--- config.mk ---
export PLATFORM = sky130hd
export DESIGN_NAME = wdsup_top
export DESIGN_NICKNAME = d
export VERILOG_FILES = /design/src/rtl/wdsup_pkg.sv /design/src/rtl/wdsup_deglitch.sv /design/src/rtl/wdsup_top.sv
export SDC_FILE = /design/constraint.sdc
export NUM_CORES = 1
export LEC_CHECK = 0
export BUFFER_PORTS_ARGS = -buffer_cell sky130_fd_sc_hd__buf_2
export CAP_MARGIN = 20
export CORE_ASPECT_RATIO = 1.1
export CORE_MARGIN = 5
export CORE_UTILIZATION = 45
export DETAILED_ROUTE_END_ITERATION = 10
export PLACE_DENSITY_LB_ADDON = 0.08
export SYNTH_ARGS = -nofsm -noshare
export SYNTH_HDL_FRONTEND = slang
export SYNTH_SLANG_ARGS = --single-unit
--- constraint.sdc ---
create_clock -name clock -period 3.22 [get_ports clock]
set_clock_uncertainty 0.15 [all_clocks]
set_input_delay 0.161 -clock clock [delete_from_list [all_inputs] [get_ports clock]]
set_output_delay 0.161 -clock clock [all_outputs]
set_load 0.01 [all_outputs]
--- src/rtl/wdsup_pkg.sv ---
// Shared constants and types of the watchdog supervisor.
// Assumes a single 100 MHz clock; all times become cycle counts here.
package wdsup_pkg;

  // ==========================================================
  // Clock
  localparam int unsigned WDSUP_CLK_NS = 10;

  // ==========================================================
  // Timeout periods, in microseconds
  localparam int unsigned WDSUP_TOUT_A_US = 3400;
  localparam int unsigned WDSUP_TOUT_B_US = 6300;
  localparam int unsigned WDSUP_TOUT_C_US = 102000;
  localparam int unsigned WDSUP_TOUT_D_US = 1600000;

  // Alarm pulse width of the dual-edge variants, in microseconds
  localparam int unsigned WDSUP_ALARM_PW_US = 100000;
  // Least alarm pulse width, in microseconds
  localparam int unsigned WDSUP_ALARM_MIN_US = 10;
  // Least pulse that must be seen, and longest glitch to reject, in ns
  localparam int unsigned WDSUP_PULSE_MIN_NS = 1000;
  localparam int unsigned WDSUP_GLITCH_NS = 100;

  // ==========================================================
  // Derived cycle counts
  localparam int unsigned WDSUP_ALARM_PW_CYC =
    WDSUP_ALARM_PW_US * 1000 / WDSUP_CLK_NS;
  localparam int unsigned WDSUP_ALARM_MIN_CYC =
    (WDSUP_ALARM_MIN_US * 1000 + WDSUP_CLK_NS - 1) / WDSUP_CLK_NS;
  localparam int unsigned WDSUP_PULSE_MIN_CYC =
    WDSUP_PULSE_MIN_NS / WDSUP_CLK_NS;
  localparam int unsigned WDSUP_FILT_CYC =
    WDSUP_GLITCH_NS / WDSUP_CLK_NS + 1;

  // ==========================================================
  // Reset values
  localparam logic WDSUP_ALARM_N_RST = 1'h1;
  localparam logic WDSUP_PIN_RST = 1'h0;

  // ==========================================================
  // Types
  typedef enum logic [1:0] {
    WDSUP_TOUT_A = 2'h0,
    WDSUP_TOUT_B = 2'h1,
    WDSUP_TOUT_C = 2'h2,
    WDSUP_TOUT_D = 2'h3
  } wdsup_tsel_t;

  typedef enum logic [1:0] {
    WDSUP_ST_COUNT = 2'h0,
    WDSUP_ST_ALARM = 2'h1,
    WDSUP_ST_INHIB = 2'h2
  } wdsup_state_t;

  typedef struct packed {
    logic inhibit;
    logic kick;
  } wdsup_pins_t;

  // Timeout in cycles for a period selection
  function automatic int unsigned wdsup_tout_cyc(wdsup_tsel_t sel);
    int unsigned us;
    case (sel)
      WDSUP_TOUT_A: us = WDSUP_TOUT_A_US;
      WDSUP_TOUT_B: us = WDSUP_TOUT_B_US;
      WDSUP_TOUT_C: us = WDSUP_TOUT_C_US;
      default: us = WDSUP_TOUT_D_US;
    endcase
    return us * 1000 / WDSUP_CLK_NS;
  endfunction

endpackage

--- src/rtl/wdsup_deglitch.sv ---
// Two-flop synchroniser and glitch filter for the supervisor pins.
// Assumes asynchronous pin levels; output changes only after a stable run.
`timescale 1ns/10ps
`default_nettype none
module wdsup_deglitch #(
  parameter int unsigned STABLE_CYC = wdsup_pkg::WDSUP_FILT_CYC
) (
  input wire logic clock,
  input wire logic rst_n,
  input wire wdsup_pkg::wdsup_pins_t pin_in,
  output var wdsup_pkg::wdsup_pins_t pin_out
);
  import wdsup_pkg::*;

  localparam int unsigned W = $bits(wdsup_pins_t);
  localparam int unsigned FW = $clog2(STABLE_CYC + 1);

  logic [W-1:0] meta_r;
  logic [W-1:0] sync_r;
  logic [W-1:0] filt_r;
  logic [FW-1:0] stab_r [W];

  if (STABLE_CYC < 2 || STABLE_CYC + 2 >= WDSUP_PULSE_MIN_CYC)
  begin : g_bad
    $error("wdsup_deglitch: STABLE_CYC out of range");
  end

  // ==========================================================
  // Per-pin synchroniser and filter
  for (genvar g = 0; g < W; g++)
  begin : g_pin
    always_ff @(posedge clock or negedge rst_n)
    begin
      if (!rst_n)
      begin
        meta_r[g] <= WDSUP_PIN_RST;
        sync_r[g] <= WDSUP_PIN_RST;
      end
      else
      begin
        meta_r[g] <= pin_in[g];
        sync_r[g] <= meta_r[g];
      end
    end

    // A level is taken only after STABLE_CYC equal samples
    always_ff @(posedge clock or negedge rst_n)
    begin
      if (!rst_n)
      begin
        stab_r[g] <= '0;
        filt_r[g] <= WDSUP_PIN_RST;
      end
      else if (sync_r[g] == filt_r[g])
      begin
        stab_r[g] <= '0;
      end
      else if (stab_r[g] == FW'(STABLE_CYC - 1))
      begin
        stab_r[g] <= '0;
        filt_r[g] <= sync_r[g];
      end
      else
      begin
        stab_r[g] <= stab_r[g] + FW'(1);
      end
    end

  end

  assign pin_out = filt_r;
endmodule
`default_nettype wire

--- src/rtl/wdsup_top.sv ---
// Watchdog supervisor: kick input, inhibit input, active-low alarm pin.
// Assumes one 100 MHz clock; rst_n release marks the power start point.
`timescale 1ns/10ps
`default_nettype none

module wdsup_top #(
  parameter wdsup_pkg::wdsup_tsel_t TOUT_SEL = wdsup_pkg::WDSUP_TOUT_A,
  parameter int unsigned TIMEOUT_CYC = wdsup_pkg::wdsup_tout_cyc(TOUT_SEL),
  parameter int unsigned ALARM_PW_CYC = wdsup_pkg::WDSUP_ALARM_PW_CYC,
  parameter bit DUAL_EDGE = 1'b0,
  parameter bit OPEN_DRAIN = 1'b1
) (
  input wire logic clock,
  input wire logic rst_n,
  input wire logic watchdog_kick_in,
  input wire logic inhibit_in,
  output logic watchdog_alarm_n,
  output logic watchdog_alarm_oe
);
  import wdsup_pkg::*;

  localparam int unsigned MAX_CYC =
    (TIMEOUT_CYC > ALARM_PW_CYC) ? TIMEOUT_CYC : ALARM_PW_CYC;
  localparam int unsigned CNT_W = $clog2(MAX_CYC + 1) + 1;
  localparam logic [CNT_W-1:0] TOUT_LAST = CNT_W'(TIMEOUT_CYC - 1);
  localparam logic [CNT_W-1:0] PW_LAST = CNT_W'(ALARM_PW_CYC - 1);
  localparam logic [CNT_W-1:0] MIN_LAST = CNT_W'(WDSUP_ALARM_MIN_CYC - 1);

  // ==========================================================
  // Elaboration checks
  if (TIMEOUT_CYC <= WDSUP_ALARM_MIN_CYC)
  begin : g_bad_tout
    $error("wdsup_top: TIMEOUT_CYC too short");
  end
  if (DUAL_EDGE && ALARM_PW_CYC <= WDSUP_ALARM_MIN_CYC)
  begin : g_bad_pw
    $error("wdsup_top: ALARM_PW_CYC too short");
  end
  if (!DUAL_EDGE && TOUT_SEL != WDSUP_TOUT_A)
  begin : g_bad_variant
    $error("wdsup_top: single-edge build needs the shortest period");
  end

  // ==========================================================
  // Signals
  wdsup_pins_t pins_raw;
  wdsup_pins_t pins_f;
  wdsup_state_t state_r;
  wdsup_state_t state_nxt;
  logic [CNT_W-1:0] cnt_r;
  logic kick_prev_r;
  logic kick_rise;
  logic kick_fall;
  logic kick_clr;
  logic inhibit;
  logic alarm_n_r;
  logic alarm_oe_r;
  logic [CNT_W-1:0] low_len_r;

  // ==========================================================
  // Pin conditioning
  assign pins_raw.kick = watchdog_kick_in;
  assign pins_raw.inhibit = inhibit_in;

  // Pins reset to low, so a floating inhibit starts as enabled
  wdsup_deglitch #(
    .STABLE_CYC(WDSUP_FILT_CYC)
  ) u_deglitch (
    .clock(clock),
    .rst_n(rst_n),
    .pin_in(pins_raw),
    .pin_out(pins_f)
  );

  assign inhibit = pins_f.inhibit;

  // ==========================================================
  // Decodes
  function automatic logic is_alarm(input wdsup_state_t st);
    return st == WDSUP_ST_ALARM;
  endfunction

  // ==========================================================
  // Kick edge detection
  always_ff @(posedge clock or negedge rst_n)
  begin
    if (!rst_n)
    begin
      kick_prev_r <= WDSUP_PIN_RST;
    end
    else
    begin
      kick_prev_r <= pins_f.kick;
    end
  end

  assign kick_rise = pins_f.kick & ~kick_prev_r;
  assign kick_fall = ~pins_f.kick & kick_prev_r;
  assign kick_clr = kick_rise | (DUAL_EDGE & kick_fall);

  // ==========================================================
  // State machine
  always_comb
  begin
    state_nxt = state_r;
    case (state_r)
      WDSUP_ST_COUNT:
      begin
        if (inhibit)
        begin
          state_nxt = WDSUP_ST_INHIB;
        end
        else if (cnt_r == TOUT_LAST && !kick_clr)
        begin
          state_nxt = WDSUP_ST_ALARM;
        end
      end
      WDSUP_ST_ALARM:
      begin
        if (inhibit)
        begin
          if (cnt_r >= MIN_LAST)
          begin
            state_nxt = WDSUP_ST_INHIB;
          end
        end
        else if (DUAL_EDGE)
        begin
          if (cnt_r == PW_LAST)
          begin
            state_nxt = WDSUP_ST_COUNT;
          end
        end
        else if (cnt_r == TOUT_LAST ||
                 (kick_rise && cnt_r >= MIN_LAST))
        begin
          state_nxt = WDSUP_ST_COUNT;
        end
      end
      WDSUP_ST_INHIB:
      begin
        if (!inhibit)
        begin
          state_nxt = WDSUP_ST_COUNT;
        end
      end
      default:
      begin
        state_nxt = WDSUP_ST_COUNT;
      end
    endcase
  end

  always_ff @(posedge clock or negedge rst_n)
  begin
    if (!rst_n)
    begin
      state_r <= WDSUP_ST_COUNT;
    end
    else
    begin
      state_r <= state_nxt;
    end
  end

  // ==========================================================
  // Timeout and pulse counter
  always_ff @(posedge clock or negedge rst_n)
  begin
    if (!rst_n)
    begin
      cnt_r <= '0;
    end
    else if (state_nxt != state_r)
    begin
      cnt_r <= '0;
    end
    else if (state_r == WDSUP_ST_INHIB)
    begin
      cnt_r <= '0;
    end
    else if (state_r == WDSUP_ST_COUNT && kick_clr)
    begin
      cnt_r <= '0;
    end
    else
    begin
      cnt_r <= cnt_r + CNT_W'(1);
    end
  end

  // ==========================================================
  // Alarm pin drive
  always_ff @(posedge clock or negedge rst_n)
  begin
    if (!rst_n)
    begin
      alarm_n_r <= WDSUP_ALARM_N_RST;
      alarm_oe_r <= !OPEN_DRAIN;
    end
    else
    begin
      alarm_n_r <= !is_alarm(state_nxt);
      alarm_oe_r <= OPEN_DRAIN ? is_alarm(state_nxt) : 1'h1;
    end
  end

  assign watchdog_alarm_n = alarm_n_r;
  assign watchdog_alarm_oe = alarm_oe_r;

  // ==========================================================
  // Checks
  always_ff @(posedge clock or negedge rst_n)
  begin
    if (!rst_n)
    begin
      low_len_r <= '0;
    end
    else if (!alarm_n_r)
    begin
      low_len_r <= low_len_r + CNT_W'(1);
    end
    else
    begin
      low_len_r <= '0;
    end
  end
endmodule
`default_nettype wire

==> impl_metrics.tcl, run 1 <==
set metrics [dict create \
    first_drt_iteration_drcs 108 \
    route.antenna.remaining_nets 0 \
    cts_tree "built" \
    synth_ff_type "dfrtp_1" \
    ff_latch_area_um2 1100 \
    result_of_the_run "finished clean" \
    grtUsageTotal 0.153 \
    hpwl_um 2850 \
    num_rows 26 \
    endpoint_kind "register" \
    ys_top_cells_by_area "dfrtp_1 50%, a211oi_1 4.5%, xor2_1 3.7%" \
    synth.yosys.warnings 0 \
    startpoint_type "register" \
    vdd_drop_max_mv 0.403 \
    route.detailed.vias_per_inst 5.82 \
    tightestPinTransition_ns 0.508 \
    wirelength_um 4080 \
    multiInputGateArea_um2 973 \
    synth.distinct_cells 38 \
    core_um2 4650 \
    cts_buffers 5 \
    clk_path_buf_depth 2 \
    synthMuxAreaShare 0.0105 \
    ios 6 \
    wire_length_of_the_first_global_routing_pass_um 7310 \
    rsz0062_at_grt "no" \
    final_layout_size_suffix_gt1_frac 0.106 \
    worst_ep_arrival_time_ns 2.32 \
    synth_simple_gate_area_frac 0.235 \
    detail_route.wl_per_cell_um 15.0 \
    main_combinational_cell_family_by_area_after_synthesis "simple AND/OR/NAND/NOR gates" \
    cp_required_ns 3.27 \
    nFillCells 431 \
    yosysTopAreaCell "dfrtp_1" \
    post-route-drc-count 0 \
    final-setup-viol-count 0 \
    clkLatencyLatePin_ns 0.29 \
    ys_seq_area_frac 0.514 \
    grt_remaining_overflow 0 \
    synth_most_common_cell "dfrtp_1" \
    worst-path-max-fanout 11 \
    cts.htree.levels 2 \
    fin_nets 224 \
    complex_gate_fraction_of_the_synthesized_area 0.110 \
    period_minus_slack_ns 2.27 \
    clock_tree.root_cell "clkbuf_8" \
    asyncSetResetFlopFracSynth 1.00 \
    finalNonFillerCells 272 \
    yosys.area_share.adder 0.0292 \
    setup_tns_ns 0 \
    firstDrtPassIters 4 \
    list_of_most_frequent_post_synthesis_cells "43 x dfrtp_1, 13 x a211oi_1, 13 x nor3_1" \
    final_max_slew_viol_count 0 \
    cts_post_setup_buffers_inserted 0 \
    clk_transition_reported_paths_ns 0.08 \
    number_of_global_route_vias_before_repair 1575 \
    setup_slack_ns 0.949 \
    synth_top_area_share 0.501 \
    count_of_state_elements_after_synthesis 44 \
    max-cap-violations 0 \
    edff_count_synth 0 \
    synth_area_per_cell_um2 10.4 \
    critPathKind "register to register" \
    maximum_number_of_pins_on_one_net_before_global_route_repair 45 \
    pwr_density_cell_nw_per_um2 519 \
    hold_slack_ns 0.128 \
    dp_cells 260 \
    report.power.total_mw 1.22 \
    tritoncts_num_sinks 44 \
    antennaDiodeCount 0 \
    timing_hold_violations_final 0 \
    antenna_found_initial 0 \
    die_area_um2 6250 \
    initial_core_util 0.461 \
    postSynthCellCount 206 \
    synth_nets 215 \
    power_leakage_nw 0.987 \
    hold_path.class "input pin to async pin" \
    synth-xor-area-share 0.0694 \
    floorplan.die.width_um 75.8 \
    setup_slack_after_placement_ns 0.992 \
    dr_total_vias 1584 \
    mappedNetlistArea_um2 2150 \
    tightest_slew_margin_relative_to_the_limit 0.659 \
    io_buffers 5 \
    die_h_um 82.4 \
    period_share 0.705 \
    max_freq_mhz 440 \
    routabilityCongestion 0.779 \
    area.growth.synth_to_final_pct 9.39 \
]
==> kinds of logic (layout without fill, tap and decap cells) <==
| group | count (synthesis) | after routing |
|---|---|---|
| adder cells (fa/ha/maj) | 5 | 5 |
| flip-flops | 44 | 44 |
| XOR/XNOR | 17 | 17 |
| buffers and inverters | 16 | 26 |
| AND/OR/NAND/NOR | 88 | 88 |
| AO/OA/AOI/OAI | 34 | 34 |
| multiplexers | 2 | 2 |
==> through the flow <==
step           cell area (µm²)  utilization
2_1_floorplan             2150            -
3_3_place_gp              2210        0.476
3_5_place_dp              2210        0.476
4_1_cts                   2330        0.500
5_1_grt                   2350        0.505
6_report                  2350        0.505
==> worst paths after layout <==
kind	start	endpoint	slack (ns)	cells after the start
worst max-delay path	cnt_r[0]	cnt_r[24]	0.95	5
worst min-delay path	rst_n	cnt_r[15]	0.13	2
worst max register to register	cnt_r[0]	cnt_r[24]	0.95	5
worst min register to register	u_deglitch.meta_r[1]	u_deglitch.sync_r[1]	0.21	0
max in group asynchronous	rst_n	cnt_r[12]	2.32	3
min in group clock	u_deglitch.meta_r[1]	u_deglitch.sync_r[1]	0.21	0
==> flip-flops by register name, summed over array words and instances (netlist names) <==
register and flops:
cnt_r 25, kick_prev_r 1, state_r 2, u_deglitch.meta_r 2
u_deglitch.pin_out 2, u_deglitch.stab_r 8, u_deglitch.sync_r 2, watchdog_alarm_n 1
watchdog_alarm_oe 1
==> layout make-up <==
cell class | count | area share
clock inverters | 2 | 0.00533
repair buffers | 11 | 0.0384
well taps | 56 | 0.0299
flip-flops and latches | 44 | 0.470
clock buffers | 6 | 0.0309
multi-input cells | 146 | 0.415
inverters | 7 | 0.0112
==> cells in the final DEF, fill, tap and decap left out, types with 2 or more instances in the layout <==
cell           count
buf_4              2
nor3_1            13
a211oi_1          13
dfrtp_1           43
a31o_2             2
ha_1               5
nand3_1           11
mux2_2             2
or3_1             12
nand2_1            9
o21ai_1            5
and4_1             4
nor4_1             6
xor2_1             9
inv_1              7
buf_2              5
nand4_1            8
or4_1              3
nor2_1            12
clkbuf_8           5
dlygate4sd3_1      3
nand3b_1           2
o21ai_0            6
xnor2_1            8
o21bai_1           2
nor4b_1            2
==> report_power, final <==
part | internal, mW | leakage, nW | switching (mW) | total [mW]
logic | 0.0893 | 0.363 | 0.102 | 0.192
registers | 0.611 | 0.583 | 0.0826 | 0.694
clock network | 0.152 | 0.0412 | 0.180 | 0.331
total | 0.852 | 0.987 | 0.365 | 1.22
==> repair_timing <==
action	CTS	global route
setup endpoints to repair	0	0
resized for setup	0	0
endpoints found under the hold margin	45	0
hold buffers	3	0
==> critical path, stage by stage, from the launching register on <==
cell      delay [ns]
dfrtp_1         0.39
ha_1            0.26
nand4_1         0.12
or4_4           0.58
or4_1           0.42
a211oi_1        0.25
==> layer usage <==
metal,up-vias,global-route usage,part of all wire
met5,-,0,0
met4,0,0.0472,0.0054
met3,2,0.0363,0.028
met2,20,0.256,0.52
met1,782,0.193,0.45
li1,780,-,-
Power figures use the tool's default switching activity.
==> run 2: changes to the inputs <==
- ABC_AREA: unset -> 1
- clock period: 3.22 -> 2.35 ns (I/O delays scaled with it)
==> run 2 against run 1 <==
Critical path depth up 5. Highest routed layer unchanged. Synthesized cell count up 54%. Worst hold slack better by 0.051 ns. Die area up 12%. Power up 44%. Critical path type unchanged. Non-clock buffer count down 1. Area after synthesis up 14%. Combinational power up 89%. Count of clock-buffer cells in the layout unchanged. Final cell count up 50%. Worst setup slack worse by 0.65 ns.
==> impl_metrics.tcl, run 2 <==
set metrics [dict create \
    synth_ff_type "dfrtp_1" \
    synth.yosys.warnings 0 \
    route.antenna.remaining_nets 0 \
    power_frac_seq 0.521 \
    crit_top_cell "nand2_1" \
    startpoint_type "register" \
    main_combinational_cell_family_by_area_after_synthesis "simple AND/OR/NAND/NOR gates" \
    antennaDiodeCount 0 \
    antenna_found_initial 0 \
    grt_remaining_overflow 0 \
    share_comb_of_total_power 0.207 \
    hpwl_um 3440 \
    ff_latch_area_um2 1100 \
    postLayoutCellArea_um2 2680 \
    synth_nets 327 \
    floorplan.die.width_um 80.2 \
    worst_path_largest_cell_delay_ns 0.40 \
    synth_area_per_cell_um2 7.67 \
    complex_gate_fraction_of_the_synthesized_area 0.0579 \
    share_clk_of_total_power 0.272 \
    max_flop_register "cnt_r" \
    worst-path-max-fanout 25 \
    synth_top_area_share 0.441 \
    synth.distinct_cells 32 \
    routabilityCongestion 0.804 \
    core_um2 5330 \
    tightestPinTransition_ns 0.644 \
    number_of_global_route_vias_before_repair 2009 \
    final_max_slew_viol_count 0 \
    post-route-drc-count 0 \
    reg_to_reg_startpoint "cnt_r[0]" \
    final_layout_size_suffix_gt1_frac 0.120 \
    clk_path_buf_depth 2 \
    grtUsageTotal 0.162 \
    flip_flop_count_of_the_largest_register_after_layout 25 \
    nFillCells 557 \
    detail_route.wl_per_cell_um 11.9 \
    max_freq_mhz 488 \
    setup_tns_ns 0 \
    endpoint_kind "register" \
    clk_transition_reported_paths_ns 0.08 \
    final_common_cell "nand2_1" \
    cts_post_setup_buffers_inserted 0 \
    synth_most_common_cell "nand2_1" \
    mappedNetlistArea_um2 2440 \
    vdd_drop_max_mv 0.362 \
    hold_slack_ns 0.178 \
    ys_top_cells_by_area "dfrtp_1 44%, nand2_1 10%, nor2_1 8.3%" \
    maximum_number_of_pins_on_one_net_before_global_route_repair 45 \
    wire_length_of_the_first_global_routing_pass_um 8890 \
    worst_ep_arrival_time_ns 2.12 \
    final-setup-viol-count 0 \
    mostFrequentLayoutCells "65 x nand2_1, 54 x nor2_1, 43 x dfrtp_1, 41 x inv_1, 28 x nand3_1" \
    critPathKind "register to register" \
    reg2reg_setup_slack_ns 0.30 \
    hold_path.class "input pin to async pin" \
    timing.rr.end "cnt_r[19]" \
    met2_wirelength_um 2280 \
    dr_total_vias 2027 \
    yosys.area_share.adder 0.0256 \
    cp_required_ns 2.43 \
    io_buffers 5 \
    list_of_most_frequent_post_synthesis_cells "65 x nand2_1, 54 x nor2_1, 43 x dfrtp_1" \
    cp_cell_sequence "ha_1, nand2_1, nand4_1, nand2_1, nand2_2, o21ai_1, nand2_1, o31ai_1, nand2_8, nor2_1" \
    clock_tree.root_cell "clkbuf_8" \
    synth-xor-area-share 0.0144 \
    result_of_the_run "finished clean" \
    maxUsedRoutingLayer "met4" \
    synth_simple_gate_area_frac 0.370 \
    postSynthCellCount 318 \
    post_dp_cell_area_um2 2550 \
    fin_nets 340 \
    period_minus_slack_ns 2.05 \
    first_drt_iteration_drcs 131 \
    yosysTopAreaCell "dfrtp_1" \
    r2r.worst_path.cells 10 \
    internal_power_mw 1.20 \
    asyncSetResetFlopFracSynth 1.00 \
    die_h_um 87.2 \
    rsz0062_at_grt "no" \
    ios 6 \
    firstDrtPassIters 5 \
    clkLatencyLatePin_ns 0.30 \
    net-switching-power_mw 0.552 \
    route.detailed.vias_per_inst 4.98 \
    initial_core_util 0.458 \
    power.switching_fraction 0.316 \
    die_area_um2 7000 \
    tritoncts_num_sinks 44 \
    pwr_density_cell_nw_per_um2 654 \
    wirelength_um 4830 \
    ys_seq_area_frac 0.452 \
    area.growth.synth_to_final_pct 9.64 \
    cts_buffers 5 \
    edff_count_synth 0 \
    num_rows 28 \
    cts_tree "built" \
    tightest_slew_margin_relative_to_the_limit 0.567 \
    wl_met3_um 178 \
    multiInputGateArea_um2 1150 \
    critical-path-top-delay-family "simple AND/OR/NAND/NOR gates" \
    timing_hold_violations_final 0 \
    power_leakage_nw 1.26 \
    count_of_state_elements_after_synthesis 44 \
    worstPathBufferInverterCount 0 \
    period_share 0.871 \
    slowest_stage_cell_cp "dfrtp_1" \
    synthMuxAreaShare 0 \
    cts.htree.levels 2 \
    wirelength_met1_um 2220 \
    biggestRegsByFlops "cnt_r (25), u_deglitch.stab_r (8)" \
    max-cap-violations 0 \
]
[run 2: changes by cell type after synthesis, sizes merged, moves of 5 or more]
cell	before	now
nor4	6	1
nand3	11	28
nand2	9	70
or3	12	0
nor2	12	67
a211oi	14	0
xnor2	8	2
inv	7	42
xor2	9	2
[run 2: area by class of cell]
class / instances / share of cell area
Clock buffer: 6 / 0.0271
Clock inverter: 2 / 0.00608
Inverter: 42 / 0.0589
Multi-Input combinational cell: 228 / 0.430
Sequential cell: 44 / 0.412
Tap cell: 75 / 0.0351
Timing Repair Buffer: 10 / 0.0309
[run 2: worst max-delay path by stage]
stage          slack (ns)        end  startpoint  depth (start not counted)
6_report             0.30  cnt_r[19]    cnt_r[0]                         10
5_1_grt              0.05  cnt_r[19]    cnt_r[0]                         12
4_1_cts              0.23  cnt_r[19]    cnt_r[0]                         12
3_5_place_dp         0.25  cnt_r[19]    cnt_r[0]                         12
3_3_place_gp         0.33  cnt_r[17]    cnt_r[0]                         12
2_1_floorplan        0.51  cnt_r[13]    cnt_r[0]                         13
[run 2: timing repair]
item | 4_1_cts | 5_1_grt
hold buffers | 3 | 0
setup endpoints to repair | 0 | 1
hold endpoints to repair | 46 | 0
resized for setup | 0 | 1
[run 2: layer usage]
layer / vias up / track usage
met2: 40 / 0.258
met3: 13 / 0.0373
met1: 933 / 0.204
met4: 0 / 0.0860
li1: 1041 / -
met5: - / 0
[run 2: cells by family (layout without fill, tap and decap cells)]
logic type | Yosys count | in the layout
AOI/OAI and AO/OA | 24 | 24
xor gates and xnor gates | 4 | 4
adders and majority gates | 5 | 5
buffers and inverters | 46 | 60
DFF | 44 | 44
and+or+nand+nor | 195 | 195
[run 2: power groups by stage]
stage | registers, mW | logic, mW | clock network [mW]
after floorplan | 0.908 | 0.291 | 0
after global placement | 0.926 | 0.355 | 0
after detailed placement | 0.925 | 0.360 | 0
after CTS | 0.911 | 0.369 | 0.496
after global routing | 0.922 | 0.426 | 0.534
final | 0.910 | 0.362 | 0.476
[run 2: per-stage QoR]
step                power [mW]  utilization  std cells  setup slack (ns)
floorplan                 1.20            -        318             0.513
global placement          1.28        0.478        396             0.335
detailed placement        1.29        0.478        396             0.249
CTS                       1.78        0.501        407             0.231
global route              1.88        0.502        407            0.0464
finish                    1.75        0.502        407             0.302
[run 2: worst min-delay path, delay by kind of cell]
family	cells	cell delay (ns)
buf+inv	3	0.88
==> run 3: changes to the inputs <==
- CORE_UTILIZATION: 45 -> 38
==> run 3 against run 2 <==
Sequential power is essentially flat. Core utilization shrank 6.8 points. Combinational power is 2% lower. Via count shrank 1.9%. Clock power grew 32%. Critical path type unchanged. First-iteration DRC count unchanged. Critical path depth up 2. Count of clock-buffer cells in the layout unchanged. Register-to-register slack worse by 0.07 ns. Worst hold slack worse by 0.037 ns. Sequential share of layout area is 0.27 points lower. Final cell count is 1.2% higher.
==> impl_metrics.tcl, run 3 (same netlist as run 2, synthesis figures left out) <==
set metrics [dict create \
    result_of_the_run "finished clean" \
    post-route-drc-count 0 \
    grt_remaining_overflow 0 \
    max-cap-violations 0 \
    critPathKind "register to register" \
    cp_required_ns 2.38 \
    grtUsageTotal 0.137 \
    route.antenna.remaining_nets 0 \
    worst_ep_arrival_time_ns 2.15 \
    cts.htree.levels 2 \
    num_rows 30 \
    io_buffers 5 \
    cts_post_setup_buffers_inserted 0 \
    die_h_um 94.0 \
    vdd_drop_max_mv 0.263 \
    power.switching_fraction 0.298 \
    firstDrtPassIters 4 \
    hpwl_um 3680 \
    timing_hold_violations_final 0 \
    detail_route.wl_per_cell_um 12.4 \
    final-setup-viol-count 0 \
    clock_tree.root_cell "clkbuf_8" \
    max_flop_register "cnt_r" \
    wirelength_um 5110 \
    clk_path_buf_depth 2 \
    crit_top_cell "nand2_1" \
    wl_met3_um 140 \
    floorplan.die.width_um 86.4 \
    tritoncts_num_sinks 44 \
    final_util 0.435 \
    number_of_global_route_vias_before_repair 1895 \
    cts_hold_repair.buffers 3 \
    maxUsedRoutingLayer "met4" \
    internal_power_mw 1.33 \
    tightestPinTransition_ns 0.482 \
    clk_transition_reported_paths_ns 0.09 \
    antenna_found_initial 0 \
    endpoint_kind "register" \
    flip_flop_count_of_the_largest_register_after_layout 25 \
    first_drt_iteration_drcs 131 \
    core_um2 6190 \
    max_freq_mhz 471 \
    cts_repair_resize_count 0 \
    biggestRegsByFlops "cnt_r (25), u_deglitch.stab_r (8)" \
    share_clk_of_total_power 0.331 \
    startpoint_type "register" \
    rsz0062_at_grt "no" \
    cts_buffers 5 \
    share_comb_of_total_power 0.188 \
    met2_wirelength_um 2430 \
    wire_length_of_the_first_global_routing_pass_um 8870 \
    die_area_um2 8130 \
    slowest_stage_cell_cp "dfrtp_1" \
    clkLatencyLatePin_ns 0.30 \
    period_share 0.903 \
    final_common_cell "nand2_1" \
    final_max_slew_viol_count 0 \
    setup_tns_ns 0 \
    worst_path_largest_cell_delay_ns 0.38 \
    worst-path-max-fanout 25 \
    area.growth.synth_to_final_pct 10.4 \
    route.detailed.vias_per_inst 4.83 \
    power_frac_seq 0.481 \
    cts_tree "built" \
    mostFrequentLayoutCells "65 x nand2_1, 54 x nor2_1, 43 x dfrtp_1, 41 x inv_1, 28 x nand3_1" \
    period_minus_slack_ns 2.12 \
    initial_core_util 0.394 \
    routabilityCongestion 0.776 \
    power_leakage_nw 1.27 \
    pwr_density_cell_nw_per_um2 704 \
    wirelength_met1_um 2500 \
    tightest_slew_margin_relative_to_the_limit 0.676 \
    dr_total_vias 1988 \
    antennaDiodeCount 0 \
    net-switching-power_mw 0.566 \
    final_layout_size_suffix_gt1_frac 0.123 \
    fin_nets 340 \
    hold_path.class "input pin to async pin" \
    cp_cell_sequence "ha_1, nand2_1, nor2_2, nand2_2, nor3b_2, nand2_1, nand2_1, nand2_1, nand3_1, nand2_1, nand2_4, nor2_1" \
    ios 6 \
    maximum_number_of_pins_on_one_net_before_global_route_repair 27 \
]
[run 3: cell types whose count changed in the layout (fill, tap and decap cells not counted), sizes merged]
cell,previous run,this run
bufinv,0,1
clkinvlp,1,0
[run 3: final timing paths]
check / end / cells past startpoint / slack, ns / start
worst max-delay path: cnt_r[15] / 12 / 0.23 / cnt_r[0]
worst min-delay path: cnt_r[12] / 2 / 0.14 / rst_n
worst max register to register: cnt_r[15] / 12 / 0.23 / cnt_r[0]
worst min register to register: u_deglitch.sync_r[1] / 0 / 0.21 / u_deglitch.meta_r[1]
max in group asynchronous: watchdog_alarm_n / 3 / 1.16 / rst_n
min in group clock: u_deglitch.sync_r[1] / 0 / 0.21 / u_deglitch.meta_r[1]
[run 3: worst max-delay path, delay by kind of cell, from the launching register on]
family                     cells  cell delay (ns)
adders and majority gates      1             0.17
DFF                            1             0.38
and+or+nand+nor               11             1.30
[run 3: cell type report]
cell class	count	area (µm²)
Clock buffer	6	82.6
Clock inverter	2	38.8
Fill cell	635	3500
Inverter	42	158
Multi-Input combinational cell	228	1140
Sequential cell	44	1100
Tap cell	80	100
Timing Repair Buffer	10	70.1
[run 3: metrics by stage]
| stage | hold slack [ns] | instances | worst slack, ns | power (mW) | cell area, µm² |
|---|---|---|---|---|---|
| 6_report | 0.141 | 412 | 0.228 | 1.90 | 2690 |
| 5_1_grt | 0.185 | 412 | 0.0444 | 2.02 | 2690 |
| 4_1_cts | 0.151 | 412 | 0.216 | 1.92 | 2690 |
| 3_5_place_dp | -0.0451 | 401 | 0.226 | 1.29 | 2540 |
| 3_3_place_gp | -0.0462 | 401 | 0.317 | 1.28 | 2540 |
| 2_1_floorplan | -0.328 | 318 | 0.513 | 1.20 | 2440 |
[run 3: power by group through the flow]
stage | clock network (mW) | registers [mW] | logic [mW]
after detailed placement | 0 | 0.929 | 0.357
after global placement | 0 | 0.927 | 0.356
after floorplan | 0 | 0.908 | 0.291
after global routing | 0.682 | 0.922 | 0.419
final | 0.628 | 0.913 | 0.356
after CTS | 0.646 | 0.913 | 0.365
[run 3: metal layers]
metal,GRT usage,vias to the layer above
li1,-,1044
met1,0.181,915
met2,0.226,25
met3,0.0307,4
met4,0.0351,0
met5,0,-
